$ cat src/psc_pkg.sv
package psc_pkg;

    // instruction classes as seen by the pipeline control
    typedef enum logic [3:0] {
        CLS_ALU,
        CLS_LOAD,
        CLS_STORE,
        CLS_SHIFT,
        CLS_MUL,
        CLS_DIV,
        CLS_RDCTL,
        CLS_CUSTOM_MC,
        CLS_BRANCH,
        CLS_FLUSH,
        CLS_DC_FLUSH,
        CLS_DC_INIT,
        CLS_IC_OP
    } psc_class_type;

    // stage indices, oldest at the highest index
    localparam int NUM_STAGES = 6;
    localparam int STG_F = 0;
    localparam int STG_D = 1;
    localparam int STG_E = 2;
    localparam int STG_M = 3;
    localparam int STG_A = 4;
    localparam int STG_W = 5;

    // register byte offsets on the plain register port
    localparam int REG_ADDR_W = 4;
    localparam logic [REG_ADDR_W-1:0] REG_CTRL = 4'h0;
    localparam logic [REG_ADDR_W-1:0] REG_STATUS = 4'h4;
    localparam logic [REG_ADDR_W-1:0] REG_RETIRED = 4'h8;
    localparam logic [REG_ADDR_W-1:0] REG_STALLS = 4'hc;

    // control register fields and reset value
    localparam int CTRL_DYN_PRED_BIT = 0;
    localparam int CTRL_EXT_FEAT_BIT = 1;
    localparam logic [1:0] CTRL_RESET = 2'h1;

    // status register field positions
    localparam int STAT_VLD_LSB = 0;
    localparam int STAT_STALL_A_BIT = 8;
    localparam int STAT_STALL_D_BIT = 9;
    localparam int STAT_EXTRA_BIT = 10;

    // extra align-stage cycles for fixed multicycle operations
    localparam logic [1:0] SHIFT_LE_EXTRA = 2'h1;
    localparam logic [1:0] DC_OP_EXTRA = 2'h1;

    // predictor counter reset value: weakly not taken
    localparam logic [1:0] PRED_RESET = 2'h1;

endpackage

$ cat src/psc_pipe_ctrl.sv
// Added by the designer: the plain strobed port and the placing of the registers.
module psc_pipe_ctrl
    import psc_pkg::*;
#(
    parameter int HAS_HW_MUL = 1,
    parameter int MUL_EMBEDDED = 1,
    parameter int HAS_DIV = 1,
    parameter int HAS_CUSTOM_MC = 1,
    parameter int IDX_W = 8
) (
    // clock and reset
    input wire logic clk,
    input wire logic rst_b,
    // instruction from fetch unit
    input wire logic f_in_valid,
    input wire psc_class_type f_in_cls,
    input wire logic [4:0] f_in_dst,
    input wire logic [4:0] f_in_src_a,
    input wire logic [4:0] f_in_src_b,
    input wire logic f_in_use_a,
    input wire logic f_in_use_b,
    input wire logic [IDX_W-1:0] f_in_idx,
    input wire logic f_in_backward,
    output logic f_ready,
    // redirect toward fetch unit
    output logic pred_redirect,
    output logic flush_out,
    // branch outcome for the memory-stage branch
    input wire logic m_br_taken,
    // align-stage completion sources
    input wire logic dbus_pending,
    input wire logic shift_busy,
    input wire logic div_busy,
    input wire logic ci_stall,
    // memory request permit and retirement
    output logic m_mem_req,
    output logic w_retire,
    output logic w_wr_en,
    output logic [4:0] w_dst,
    output logic [NUM_STAGES-1:0] stage_valid,
    // register port
    input wire logic [REG_ADDR_W-1:0] reg_addr,
    input wire logic [31:0] reg_wdata,
    input wire logic reg_wr,
    input wire logic reg_rd,
    output logic [31:0] reg_rdata
);

    // per-stage payload
    logic vld_ff [NUM_STAGES];
    psc_class_type cls_ff [NUM_STAGES];
    logic [4:0] dst_ff [NUM_STAGES];
    logic [4:0] sa_ff [NUM_STAGES];
    logic [4:0] sb_ff [NUM_STAGES];
    logic ua_ff [NUM_STAGES];
    logic ub_ff [NUM_STAGES];
    logic pred_ff [NUM_STAGES];
    logic [IDX_W-1:0] idx_ff [NUM_STAGES];
    logic nxt_vld [NUM_STAGES];
    psc_class_type nxt_cls [NUM_STAGES];
    logic [4:0] nxt_dst [NUM_STAGES];
    logic [4:0] nxt_sa [NUM_STAGES];
    logic [4:0] nxt_sb [NUM_STAGES];
    logic nxt_ua [NUM_STAGES];
    logic nxt_ub [NUM_STAGES];
    logic nxt_pred [NUM_STAGES];
    logic [IDX_W-1:0] nxt_idx [NUM_STAGES];
    logic f_bwd_ff;
    logic d_bwd_ff;
    logic [1:0] cfg_ff;
    logic extra_ff;
    logic [1:0] a_cnt_ff;
    logic [31:0] retired_ff;
    logic [31:0] stalls_ff;
    logic [31:0] rdata_ff;

    // late-result classes; load, shift and rdctl always, mul, div and custom multicycle only where their option exists
    function automatic logic is_late(input psc_class_type c);
        is_late = (c == CLS_LOAD) || (c == CLS_SHIFT) || (c == CLS_RDCTL)
               || ((c == CLS_MUL) && (HAS_HW_MUL != 0))
               || ((c == CLS_DIV) && (HAS_DIV != 0))
               || ((c == CLS_CUSTOM_MC) && (HAS_CUSTOM_MC != 0));
    endfunction

    // decode reads a late result held by stage s
    function automatic logic dep_on(input int s);
        dep_on = vld_ff[s] && is_late(cls_ff[s]) && (dst_ff[s] != 5'h00)
              && ((ua_ff[STG_D] && (sa_ff[STG_D] == dst_ff[s]))
              || (ub_ff[STG_D] && (sb_ff[STG_D] == dst_ff[s])));
    endfunction

    // align-stage stall sources
    wire a_vld = vld_ff[STG_A];
    wire psc_class_type a_cls = cls_ff[STG_A];
    wire a_mem = (a_cls == CLS_LOAD) || (a_cls == CLS_STORE)
              || (a_cls == CLS_DC_FLUSH) || (a_cls == CLS_DC_INIT);
    wire a_shift_le = (HAS_HW_MUL != 0) && (MUL_EMBEDDED == 0);
    wire [1:0] a_need = ((a_cls == CLS_SHIFT) && a_shift_le) ? SHIFT_LE_EXTRA
                      : ((a_cls == CLS_DC_FLUSH) || (a_cls == CLS_DC_INIT)) ? DC_OP_EXTRA
                      : 2'h0;
    wire a_wait_bus = a_mem && dbus_pending;
    wire a_wait_shift = (a_cls == CLS_SHIFT) && (HAS_HW_MUL == 0) && shift_busy;
    wire a_wait_div = (a_cls == CLS_DIV) && (HAS_DIV != 0) && div_busy;
    wire a_wait_ci = (a_cls == CLS_CUSTOM_MC) && ci_stall;
    wire a_wait_fix = a_cnt_ff < a_need;
    wire stall_a = a_vld && (a_wait_bus || a_wait_shift || a_wait_div || a_wait_ci
                          || a_wait_fix);

    // memory-stage flush request: flush class, icache op or mispredict
    wire m_vld = vld_ff[STG_M];
    wire m_is_br = m_vld && (cls_ff[STG_M] == CLS_BRANCH);
    wire m_mispred = m_is_br && (pred_ff[STG_M] != m_br_taken);
    wire m_flush_req = m_mispred
                    || (m_vld && ((cls_ff[STG_M] == CLS_FLUSH)
                    || (cls_ff[STG_M] == CLS_IC_OP)));
    wire flush_go = m_flush_req && !stall_a;

    // decode interlock: producer in execute or memory is still too close
    wire stall_d = vld_ff[STG_D] && !m_flush_req
                && (dep_on(STG_E) || dep_on(STG_M));
    wire hold_fd = stall_a || stall_d;

    // prediction for the decode-stage branch
    logic dyn_taken;
    wire d_is_br = vld_ff[STG_D] && (cls_ff[STG_D] == CLS_BRANCH);
    wire d_pred = cfg_ff[CTRL_DYN_PRED_BIT] ? dyn_taken : d_bwd_ff;
    wire d_redirect = d_is_br && d_pred && !hold_fd && !flush_go;

    // a flush restarts fetch in its own cycle; the extended features cost one more
    wire flush_refuse = flush_go && cfg_ff[CTRL_EXT_FEAT_BIT];
    wire f_accept_ok = !hold_fd && !flush_refuse;
    wire f_take = f_in_valid && f_accept_ok;

    assign f_ready = f_accept_ok;
    assign pred_redirect = d_redirect;
    assign flush_out = flush_go;

    psc_branch_table #(
        .IDX_W(IDX_W)
    ) u_table (
        .clk(clk),
        .rst_b(rst_b),
        .rd_idx(idx_ff[STG_D]),
        .rd_taken(dyn_taken),
        .upd_en(m_is_br && !stall_a),
        .upd_idx(idx_ff[STG_M]),
        .upd_taken(m_br_taken)
    );

    // next-state of the stage chain; holds by default
    always_comb begin
        for (int i = 0; i < NUM_STAGES; i++) begin
            nxt_vld[i] = vld_ff[i];
            nxt_cls[i] = cls_ff[i];
            nxt_dst[i] = dst_ff[i];
            nxt_sa[i] = sa_ff[i];
            nxt_sb[i] = sb_ff[i];
            nxt_ua[i] = ua_ff[i];
            nxt_ub[i] = ub_ff[i];
            nxt_pred[i] = pred_ff[i];
            nxt_idx[i] = idx_ff[i];
        end
        // writeback drains even under an align stall
        nxt_vld[STG_W] = stall_a ? 1'b0 : vld_ff[STG_A];
        if (!stall_a) begin
            for (int i = STG_E; i <= STG_W; i++) begin
                nxt_cls[i] = cls_ff[i-1];
                nxt_dst[i] = dst_ff[i-1];
                nxt_sa[i] = sa_ff[i-1];
                nxt_sb[i] = sb_ff[i-1];
                nxt_ua[i] = ua_ff[i-1];
                nxt_ub[i] = ub_ff[i-1];
                nxt_pred[i] = pred_ff[i-1];
                nxt_idx[i] = idx_ff[i-1];
            end
            nxt_vld[STG_A] = vld_ff[STG_M];
            nxt_vld[STG_M] = vld_ff[STG_E] && !flush_go;
            nxt_vld[STG_E] = vld_ff[STG_D] && !stall_d && !flush_go;
            nxt_pred[STG_E] = d_pred;
            if (!stall_d) begin
                nxt_cls[STG_D] = cls_ff[STG_F];
                nxt_dst[STG_D] = dst_ff[STG_F];
                nxt_sa[STG_D] = sa_ff[STG_F];
                nxt_sb[STG_D] = sb_ff[STG_F];
                nxt_ua[STG_D] = ua_ff[STG_F];
                nxt_ub[STG_D] = ub_ff[STG_F];
                nxt_idx[STG_D] = idx_ff[STG_F];
                // a predicted-taken branch drops its sequential follower
                nxt_vld[STG_D] = vld_ff[STG_F] && !flush_go && !d_redirect;
                nxt_vld[STG_F] = f_take;
                nxt_cls[STG_F] = f_in_cls;
                nxt_dst[STG_F] = f_in_dst;
                nxt_sa[STG_F] = f_in_src_a;
                nxt_sb[STG_F] = f_in_src_b;
                nxt_ua[STG_F] = f_in_use_a;
                nxt_ub[STG_F] = f_in_use_b;
                nxt_idx[STG_F] = f_in_idx;
            end
        end
    end

    // stage registers; a stall keeps every held stage as it was
    always_ff @(posedge clk or negedge rst_b) begin
        if (!rst_b) begin
            for (int i = 0; i < NUM_STAGES; i++) begin
                vld_ff[i] <= 1'b0;
                cls_ff[i] <= CLS_ALU;
                dst_ff[i] <= 5'h00;
                sa_ff[i] <= 5'h00;
                sb_ff[i] <= 5'h00;
                ua_ff[i] <= 1'b0;
                ub_ff[i] <= 1'b0;
                pred_ff[i] <= 1'b0;
                idx_ff[i] <= '0;
            end
        end else begin
            for (int i = 0; i < NUM_STAGES; i++) begin
                vld_ff[i] <= nxt_vld[i];
                cls_ff[i] <= nxt_cls[i];
                dst_ff[i] <= nxt_dst[i];
                sa_ff[i] <= nxt_sa[i];
                sb_ff[i] <= nxt_sb[i];
                ua_ff[i] <= nxt_ua[i];
                ub_ff[i] <= nxt_ub[i];
                pred_ff[i] <= nxt_pred[i];
                idx_ff[i] <= nxt_idx[i];
            end
        end
    end

    // static hint travels with the fetch-stage instruction into decode
    always_ff @(posedge clk or negedge rst_b) begin
        if (!rst_b) begin
            f_bwd_ff <= 1'b0;
            d_bwd_ff <= 1'b0;
        end else if (!hold_fd) begin
            f_bwd_ff <= f_in_backward;
            d_bwd_ff <= f_bwd_ff;
        end
    end

    // remembers the fetch refused by an extended flush, for the status word
    always_ff @(posedge clk or negedge rst_b) begin
        if (!rst_b) begin
            extra_ff <= 1'b0;
        end else begin
            extra_ff <= flush_refuse;
        end
    end

    // cycles spent by the current align-stage instruction
    wire a_new = !stall_a;
    always_ff @(posedge clk or negedge rst_b) begin
        if (!rst_b) begin
            a_cnt_ff <= 2'h0;
        end else if (a_new) begin
            a_cnt_ff <= 2'h0;
        end else if (a_wait_fix) begin
            a_cnt_ff <= a_cnt_ff + 2'h1;
        end
    end

    // only valid instructions reach memory and the register file
    wire m_is_mem = (cls_ff[STG_M] == CLS_LOAD) || (cls_ff[STG_M] == CLS_STORE)
                 || (cls_ff[STG_M] == CLS_DC_FLUSH) || (cls_ff[STG_M] == CLS_DC_INIT);
    wire w_writes = (dst_ff[STG_W] != 5'h00) && (cls_ff[STG_W] != CLS_STORE)
                 && (cls_ff[STG_W] != CLS_BRANCH) && (cls_ff[STG_W] != CLS_FLUSH)
                 && (cls_ff[STG_W] != CLS_DC_FLUSH) && (cls_ff[STG_W] != CLS_DC_INIT)
                 && (cls_ff[STG_W] != CLS_IC_OP);
    assign m_mem_req = m_vld && m_is_mem;
    assign w_retire = vld_ff[STG_W];
    assign w_wr_en = vld_ff[STG_W] && w_writes;
    assign w_dst = dst_ff[STG_W];

    // stage occupancy vector, fetch in bit 0
    genvar g;
    generate
        for (g = 0; g < NUM_STAGES; g++) begin : g_vld
            assign stage_valid[g] = vld_ff[g];
        end
    endgenerate

    // register decode
    wire wr_ctrl = reg_wr && (reg_addr == REG_CTRL);
    wire wr_retired = reg_wr && (reg_addr == REG_RETIRED);
    wire wr_stalls = reg_wr && (reg_addr == REG_STALLS);
    wire [31:0] status_word = {21'h00_0000, extra_ff, stall_d, stall_a, 2'h0,
                               stage_valid};
    wire [31:0] rd_mux = (reg_addr == REG_CTRL) ? {30'h0000_0000, cfg_ff}
                       : (reg_addr == REG_STATUS) ? status_word
                       : (reg_addr == REG_RETIRED) ? retired_ff
                       : (reg_addr == REG_STALLS) ? stalls_ff
                       : 32'h0000_0000;

    // control register steers prediction mode and flush length
    always_ff @(posedge clk or negedge rst_b) begin
        if (!rst_b) begin
            cfg_ff <= CTRL_RESET;
        end else if (wr_ctrl) begin
            cfg_ff <= reg_wdata[1:0];
        end
    end

    // counters: a write clears; a retire in the same cycle still counts
    always_ff @(posedge clk or negedge rst_b) begin
        if (!rst_b) begin
            retired_ff <= 32'h0000_0000;
            stalls_ff <= 32'h0000_0000;
        end else begin
            retired_ff <= (wr_retired ? 32'h0000_0000 : retired_ff) + {31'h0000_0000, w_retire};
            stalls_ff <= (wr_stalls ? 32'h0000_0000 : stalls_ff) + {31'h0000_0000, hold_fd};
        end
    end

    // read data stands only in the cycle after the read strobe
    always_ff @(posedge clk or negedge rst_b) begin
        if (!rst_b) begin
            rdata_ff <= 32'h0000_0000;
        end else begin
            rdata_ff <= reg_rd ? rd_mux : 32'h0000_0000;
        end
    end
    assign reg_rdata = rdata_ff;

endmodule

$ cat src/psc_branch_table.sv
// table of two-bit saturating counters, one read and one update port
module psc_branch_table
    import psc_pkg::*;
#(
    parameter int IDX_W = 8
) (
    // clock and reset
    input wire logic clk,
    input wire logic rst_b,
    // lookup
    input wire logic [IDX_W-1:0] rd_idx,
    output logic rd_taken,
    // update at resolution
    input wire logic upd_en,
    input wire logic [IDX_W-1:0] upd_idx,
    input wire logic upd_taken
);

    localparam int DEPTH = 1 << IDX_W;

    logic [1:0] cnt_ff [DEPTH];
    logic [1:0] cur_cnt;
    logic [1:0] nxt_cnt;

    // msb of the counter is the prediction
    assign rd_taken = cnt_ff[rd_idx][1];
    assign cur_cnt = cnt_ff[upd_idx];
    // saturate at both ends so one odd outcome does not flip a strong entry
    assign nxt_cnt = upd_taken ? ((cur_cnt == 2'h3) ? cur_cnt : cur_cnt + 2'h1)
                               : ((cur_cnt == 2'h0) ? cur_cnt : cur_cnt - 2'h1);

    // counter storage
    always_ff @(posedge clk or negedge rst_b) begin
        if (!rst_b) begin
            for (int i = 0; i < DEPTH; i++) begin
                cnt_ff[i] <= PRED_RESET;
            end
        end else if (upd_en) begin
            cnt_ff[upd_idx] <= nxt_cnt;
        end
    end

endmodule

$ cat config.mk
export PLATFORM = sky130hd
export DESIGN_NAME = psc_pipe_ctrl
export DESIGN_NICKNAME = d
export VERILOG_FILES = /design/src/psc_pkg.sv /design/src/psc_pipe_ctrl.sv /design/src/psc_branch_table.sv
export SDC_FILE = /design/constraint.sdc
export NUM_CORES = 2
export LEC_CHECK = 0
export ABC_AREA = 1
export BUFFER_PORTS_ARGS = -buffer_cell sky130_fd_sc_hd__buf_2
export CORE_ASPECT_RATIO = 2
export CORE_MARGIN = 1
export CORE_UTILIZATION = 63
export DETAILED_ROUTE_END_ITERATION = 10
export MAX_ROUTING_LAYER = met4
export PLACE_DENSITY_LB_ADDON = 0.15
export SLEW_MARGIN = 0
export SYNTH_ARGS = -nofsm -noshare
export SYNTH_HDL_FRONTEND = slang
export SYNTH_SLANG_ARGS = --single-unit
$ cat constraint.sdc
create_clock -name clk -period 4.28 [get_ports clk]
set_input_delay 0 -clock clk [delete_from_list [all_inputs] [get_ports clk]]
set_output_delay 0 -clock clk [all_outputs]
set_load 0.01 [all_outputs]
* Word-level counts from Yosys, hierarchy flattened *
Cells that the tools add are included.

storage, ports and cells
  flip-flop bits (word level) = 733
  word-level logic and storage cells = 458

cells by class
  reduce and logical (&&, ||, !) cells = 84
  magnitude comparators = 4
  multiplexer cells = 24
  bitwise gates (word level) = 4
  add/sub/neg operators = 5
  equal/unequal tests = 41

operators by type and width
  kind                                                        number
  bitwise mux 512 bit                                         1
  two-way mux 32 bit                                          7
  adder 32 x 1 -> 32 bit                                      2
  logical AND 1 bit                                           45
  == test 4 x 3 -> 1 bit, second input constant               11
  == test 4 bit, second input constant                        10
  binary-select mux 2 bit (select 8 bit)                      2
  logical OR 1 bit                                            26
  == test 5 bit                                               4
  two-way mux 2 bit                                           10
  inequality test 4 bit, second input constant                5
  >= comparator 9 bit, second input constant                  2
  NOT 8 -> 9 bit                                              2
  demux 2 bit (select 8 bit)                                  1
  == test 4 x 2 -> 1 bit, second input constant               4
  nonzero test 5 bit                                          3
  == test 4 x 1 -> 1 bit, second input constant               3
  less-than comparator 9 x 1 -> 1 bit, second input constant  1
  logical NOT 1 bit                                           7
  adder 2 x 1 -> 2 bit, second input constant                 2
  logical NOT 4 bit                                           1
  inequality test 4 x 2 -> 1 bit, second input constant       1
  two-way mux 1 bit                                           3
  == test 2 bit, second input constant                        1
  other kinds (7)                                             8

* Depth between registers and ports, before layout *
  word-level depth = 17
  mapped depth = 23
  depth with buffers taken out = 22

* Cells and area by module *
A second synthesis with hierarchy kept.

unflattened totals
  cell total of the unflattened synthesis = 5993
  area, all modules = 40521.4 um^2

modules (own cells, without submodules)
  module            area each (um^2)  sequential area each (um^2)  cells an instance  instances
  psc_branch_table  29792.3           13132.6                      4591               1
  psc_pipe_ctrl     10729.0           5531.6                       1402               1

* Worst setup path before layout *
No wires, ideal clock.

  path type = register -> register
  from = register dst_ff[17] (netlist name)
  to = register stalls_ff[28]
  setup time = 123 ps
  required time = 4157 ps
  cell stages (with the launch flop) = 23
  data arrival time = 3186 ps
  path buffers = 1
  setup slack = 971 ps
  path through = dfrtp_1 > inv_1 > nor2_1 > a221oi_1 > nand3_1 > nand2_1 > nand2_1 > nand2_1 > nand2_1 > nand2_1 > clkbuf_1 > ha_1 > ha_1 > inv_1 > nor3_1 > nand2_1 > nor2_1 > nand2_1 > nor2_1 > nand2_1 > nor2_1 > nand3_1 > xor2_1

between the ends
  word-level cells in the longest chain between the ends = 8
  elaborated cells between the ends (all ways) = 12

RTL lines
  what                                  RTL line                                  RTL
  from (decl)                           psc_pipe_ctrl.sv:52                       logic [4:0] dst_ff [NUM_STAGES];
  from (signal, indexed assignment)     psc_pipe_ctrl.sv:220                      dst_ff[i] <= nxt_dst[i];
  == test 5 bit (on tied branches)      psc_pipe_ctrl.sv:88, psc_pipe_ctrl.sv:89
  logical AND 1 bit (on tied branches)  psc_pipe_ctrl.sv:88, psc_pipe_ctrl.sv:89
  logical OR 1 bit                      psc_pipe_ctrl.sv:89                       || (ub_ff[STG_D] && (sb_ff[STG_D] == dst_ff[s])));
  logical AND 1 bit (*)                 psc_pipe_ctrl.sv:88                       && ((ua_ff[STG_D] && (sa_ff[STG_D] == dst_ff[s]))
  logical OR 1 bit (*)                  psc_pipe_ctrl.sv:120                      && (dep_on(STG_E) || dep_on(STG_M));
  logical AND 1 bit (*)                 psc_pipe_ctrl.sv:120
  logical OR 1 bit (*)                  psc_pipe_ctrl.sv:121                      wire hold_fd = stall_a || stall_d;
  net hold_fd                           psc_pipe_ctrl.sv:121
  adder 32 x 1 -> 32 bit (*)            psc_pipe_ctrl.sv:311                      stalls_ff <= (wr_stalls ? 32'h0000_0000 : stalls_ff) + {31'h0000_0000, hold_fd};
  to (signal assigned)                  psc_pipe_ctrl.sv:311
  to (decl)                             psc_pipe_ctrl.sv:74                       logic [31:0] stalls_ff;

The timed path passes the listed nets; every way through them passes the cells marked *.
A chain may end at the register's enable or synchronous reset.

* Final worst setup path *
  from = register idx_ff[16] (netlist name)
  to = register u_table.cnt_ff[192] (netlist name)

between the ends
  word-level cells in the longest chain between the ends = 8
  elaborated cells between the ends (all ways) = 17

RTL lines
  what                                                   RTL line                                        RTL
  from (decl)                                            psc_pipe_ctrl.sv:58                             logic [IDX_W-1:0] idx_ff [NUM_STAGES];
  from (signal, indexed assignment)                      psc_pipe_ctrl.sv:226                            idx_ff[i] <= nxt_idx[i];
  NOT 8 -> 9 bit (not written as such) (*)               psc_branch_table.sv:27, psc_branch_table.sv:39
  binary-select mux 2 bit (select 8 bit)                 psc_branch_table.sv:27                          assign cur_cnt = cnt_ff[upd_idx];
  two-way mux 2 bit (not written as such) (2 in series)  psc_branch_table.sv:27
  subtractor 2 x 1 -> 2 bit (tied with other cells)      psc_branch_table.sv:30                          : ((cur_cnt == 2'h0) ? cur_cnt : cur_cnt - 2'h1);
  two-way mux 2 bit (on tied branches)                   psc_branch_table.sv:30, psc_branch_table.sv:29
  two-way mux 2 bit                                      psc_branch_table.sv:29                          assign nxt_cnt = upd_taken ? ((cur_cnt == 2'h3) ? cur_cnt : cur_cnt + 2'h1)
  bitwise mux 512 bit (*)                                psc_branch_table.sv:39                          cnt_ff[upd_idx] <= nxt_cnt;
  to (signal, indexed assignment)                        psc_branch_table.sv:39
  to (decl)                                              psc_branch_table.sv:21                          logic [1:0] cnt_ff [DEPTH];

Mark *: on every way between the ends. The rest lies on a longest branch, timed or not. The select of a mux whose other input is x is not followed.

==> impl_metrics.csv <==
group,metric,value,unit
detailed_routing,wl_met2,60600,um
sta,finalMaxSlewViolations,0,
job,cap_violations,0,
sta,tns,0,ns
sta,max_freq,249,MHz
worst_setup_path,critical_path_class,"reg2reg",
worst_setup_path,crit_slowest_cell,"dfrtp_4",
synth,synth_flop_cell,"dfrtp_1",
global_route,antenna_found_initial,1,
synth,yosys.area.top_type,"dfrtp_1",
sta,rsz0062_at_grt,"no",
clock_network,ctsResizeCount,0,
clock_network,cts-root-buf,"clkbuf_16",
clock_network,cts_buffers,68,
worst_setup_path,arrival,4.58,ns
synth,synth_edf_count,0,
cells_and_area,drive_gt1_share,10.3,%
floorplanning,row_count,129,
sta,fin_crit,4.01,ns
sta,finalCritPeriodShare,93.7,%
power_and_ir_drop,power.leakage,21.0,nW
detailed_routing,drcViolationCount,0,
worst_setup_path,path_common_cell,"nand2_1",
floorplanning,pin_count,125,
global_route,grt_pass1_wl,204000,um
floorplanning,floorplan.die.width,178,um
global_route,track_usage,43.6,%
detailed_routing,drtAntennaViolNets,0,
worst_setup_path,critPathRequiredTime,4.84,ns
cells_and_area,nets,5768,
synth,syn_avg_cell_area,6.92,um^2
global_route,grt_max_degree,151,
sta,finalHoldViolCount,4,
worst_setup_path,start_kind,"register",
detailed_routing,route.top_layer_used,"met4",
worst_setup_path,cp_cell_sequence,"buf_4 -> buf_4 -> nand2_1 -> nand2_1 -> nand2_1 -> nand2_1 -> nand2_1 -> nand2_1 -> nor2_1 -> nor2_1 -> nor2_1 -> nand2_1 -> nand2_1 -> nand2_1 -> o21ai_1 -> nand2_8 -> buf_12 -> nand2_1 -> nand2_1",
clock_network,htreeDepth,3,
detailed_routing,drt-met1-wl,44400,um
synth,ys_types,38,
sta,setup_violations,0,
run_status,violations,"hold timing",
place,place_congestion,0.966,
sta,finClkSkew,0.0218,ns
cells_and_area,instances_no_fill,6531,
worst_setup_path,cp_max_fo,52,
hold_path,min_path_type,"in2async",
floorplanning,start_util,63.6,%
global_route,gr-total-overflow,0,
worst_setup_path,critical-path-top-delay-family,"simple AND/OR/NAND/NOR gates",
worst_setup_path,max_stage_delay,0.63,ns
floorplanning,dieArea,63300,um^2
clock_network,insertion_delay,0.63,ns
detailed_routing,wl_per_cell,20.0,um
place,place_area,40500,um^2
synth,yosysSeqAreaShare,47.6,%
floorplanning,core,61700,um^2
detailed_routing,totalWireLength,131000,um
synth,async_flop_share,100,%
synth,synth.cell_area,39200,um^2
synth,yosysTopAreaCellShare,30.4,%
detailed_routing,via_count,38900,
synth,synthTopCellsByArea,"dfrtp_1, nand2_1, dfstp_2",
synth,ys_warn_count,0,
worst_setup_path,worst-path-buf-inv,3,
cells_and_area,area_growth,10.4,%
clock_network,clk_path_buf_depth,3,
cells_and_area,post-route-util,70.2,%
floorplanning,die_h,355,um
synth,ys_ff_latch,733,
detailed_routing,drt_iter0_drc,3943,
clock_network,cts_setup_buffers,0,
worst_setup_path,crit_path_end_kind,"register",
sta,relSlewSlack,6.58,%
place,dp.cells,6356,
synth,yosysMostFrequentCell,"nand2_1",
run_status,run_status,"finished, violations left",
synth,synth_cells,5671,
power_and_ir_drop,powerDensity,519,nW/um^2
clock_network,clkTransAtPathRegs,0.07,ns
synth,yosys-top-cells-count,"nand2_1, nand3_1, dfrtp_1",
detailed_routing,vias_per_cell,5.96,
place,hpwl,78800,um
global_route,grt_pass1_vias,38100,
synth,syn-num-nets,5751,
detailed_routing,met3WireLength,12400,um
cells_and_area,final_cell_area,43300,um^2
sta,fin_hold_ws,-0.000764,ns
detailed_routing,first_pass_iters,9,
sta,worstMarginPinSlew,1.40,ns
clock_network,cts_tree,"yes",
power_and_ir_drop,ir_worst_vdd,0.000549,V
place,portBuffers,93,
clock_network,cts_hold_buf,48,
clock_network,cts_sinks,733,
[per-stage QoR]
step                setup WS (ns)  hold slack (ns)  power [mW]
global route                0.106           0.0894        23.0
finish                      0.268        -0.000764        22.5
detailed placement          0.561           0.0936        15.5
CTS                         0.517           0.0115        22.1
floorplan                   0.971           -0.296        12.1
global placement            0.548           0.0915        15.4
[cells in the final DEF (no fill, tap or decap), drive strengths merged, types with 2 or more instances in the layout]
cell type,count
nand2,2782
nand3,560
dfrtp,476
inv,457
nor2,426
dfstp,257
buf,193
o21ai,143
clkbuf,102
nand4,63
dlygate4sd3,48
a21oi,46
a22oi,38
xor2,32
xnor2,27
nor3,26
clkinv,17
o22ai,11
nor4,11
a221oi,4
ha,4
bufinv,4
clkinvlp,3
diode,2
o221ai,2
a22o,2
a211oi,2
[kinds of logic (layout without fill, tap and decap cells)]
kind of cell / after synthesis / in the layout / share of synthesized area (%)
AND/OR/NAND/NOR: 3870 / 3870 / 39.4
XOR/XNOR: 59 / 59 / 1.32
buffers and inverters: 752 / 824 / 7.90
AO/OA/AOI/OAI: 253 / 253 / 3.63
adder cells (fa/ha/maj): 4 / 4 / 0.128
other: 0 / 2 / 0
flip-flops: 733 / 733 / 47.6
[path summary, 6_finish.rpt]
kind / cells past startpoint / slack (ns) / end / from
max: 19 / 0.27 / u_table.cnt_ff[192] / idx_ff[16]
min: 2 / -0.0008 / u_table.cnt_ff[273] / rst_b
max reg2reg: 19 / 0.27 / u_table.cnt_ff[192] / idx_ff[16]
min reg2reg: 2 / 0.47 / u_table.cnt_ff[82] / u_table.cnt_ff[82]
max in group asynchronous: 3 / 3.08 / idx_ff[16] / rst_b
min in group clk: 5 / 0.04 / reg_rdata[1] / reg_addr[0]
[worst register-to-register path, cell delays in order, from the launching register on]
cell and delay [ns]:
dfrtp_4 0.63, buf_4 0.34, buf_4 0.28, nand2_1 0.08
nand2_1 0.05, nand2_1 0.06, nand2_1 0.05, nand2_1 0.06
nand2_1 0.05, nor2_1 0.61, nor2_1 0.09, nor2_1 0.12
nand2_1 0.06, nand2_1 0.08, nand2_1 0.07, o21ai_1 0.45
nand2_8 0.34, buf_12 0.33, nand2_1 0.14, nand2_1 0.05
[cell type report]
| type | count | area (um^2) |
|---|---|---|
| Fill cell | 5258 | 18300 |
| Tap cell | 786 | 983 |
| Inverter | 458 | 1730 |
| Clock inverter | 23 | 272 |
| Sequential cell | 733 | 18700 |
| Antenna cell | 2 | 5.00 |
| Timing Repair Buffer | 241 | 2020 |
| Clock buffer | 102 | 2090 |
| Multi-Input combinational cell | 4186 | 17500 |
[power breakdown]
part	switching, mW	internal (mW)
registers	0.607	7.68
logic	6.02	1.67
clock network	2.85	3.66
[registers in the layout, summed over array words and instances, names as in the netlist, 10 cells and up]
| name | flops |
|---|---|
| u_table.cnt_ff | 512 |
| idx_ff | 32 |
| reg_rdata | 32 |
| retired_ff | 32 |
| stalls_ff | 32 |
| dst_ff | 25 |
| cls_ff | 20 |
| sa_ff | 10 |
| sb_ff | 10 |
[per-layer routing]
metal	global-route usage (%)	up-vias
li1	-	17600
met1	48.6	18300
met2	67.2	2253
met3	7.93	773
met4	36.8	0
met5	-	-
Power figures use the tool's default switching activity.
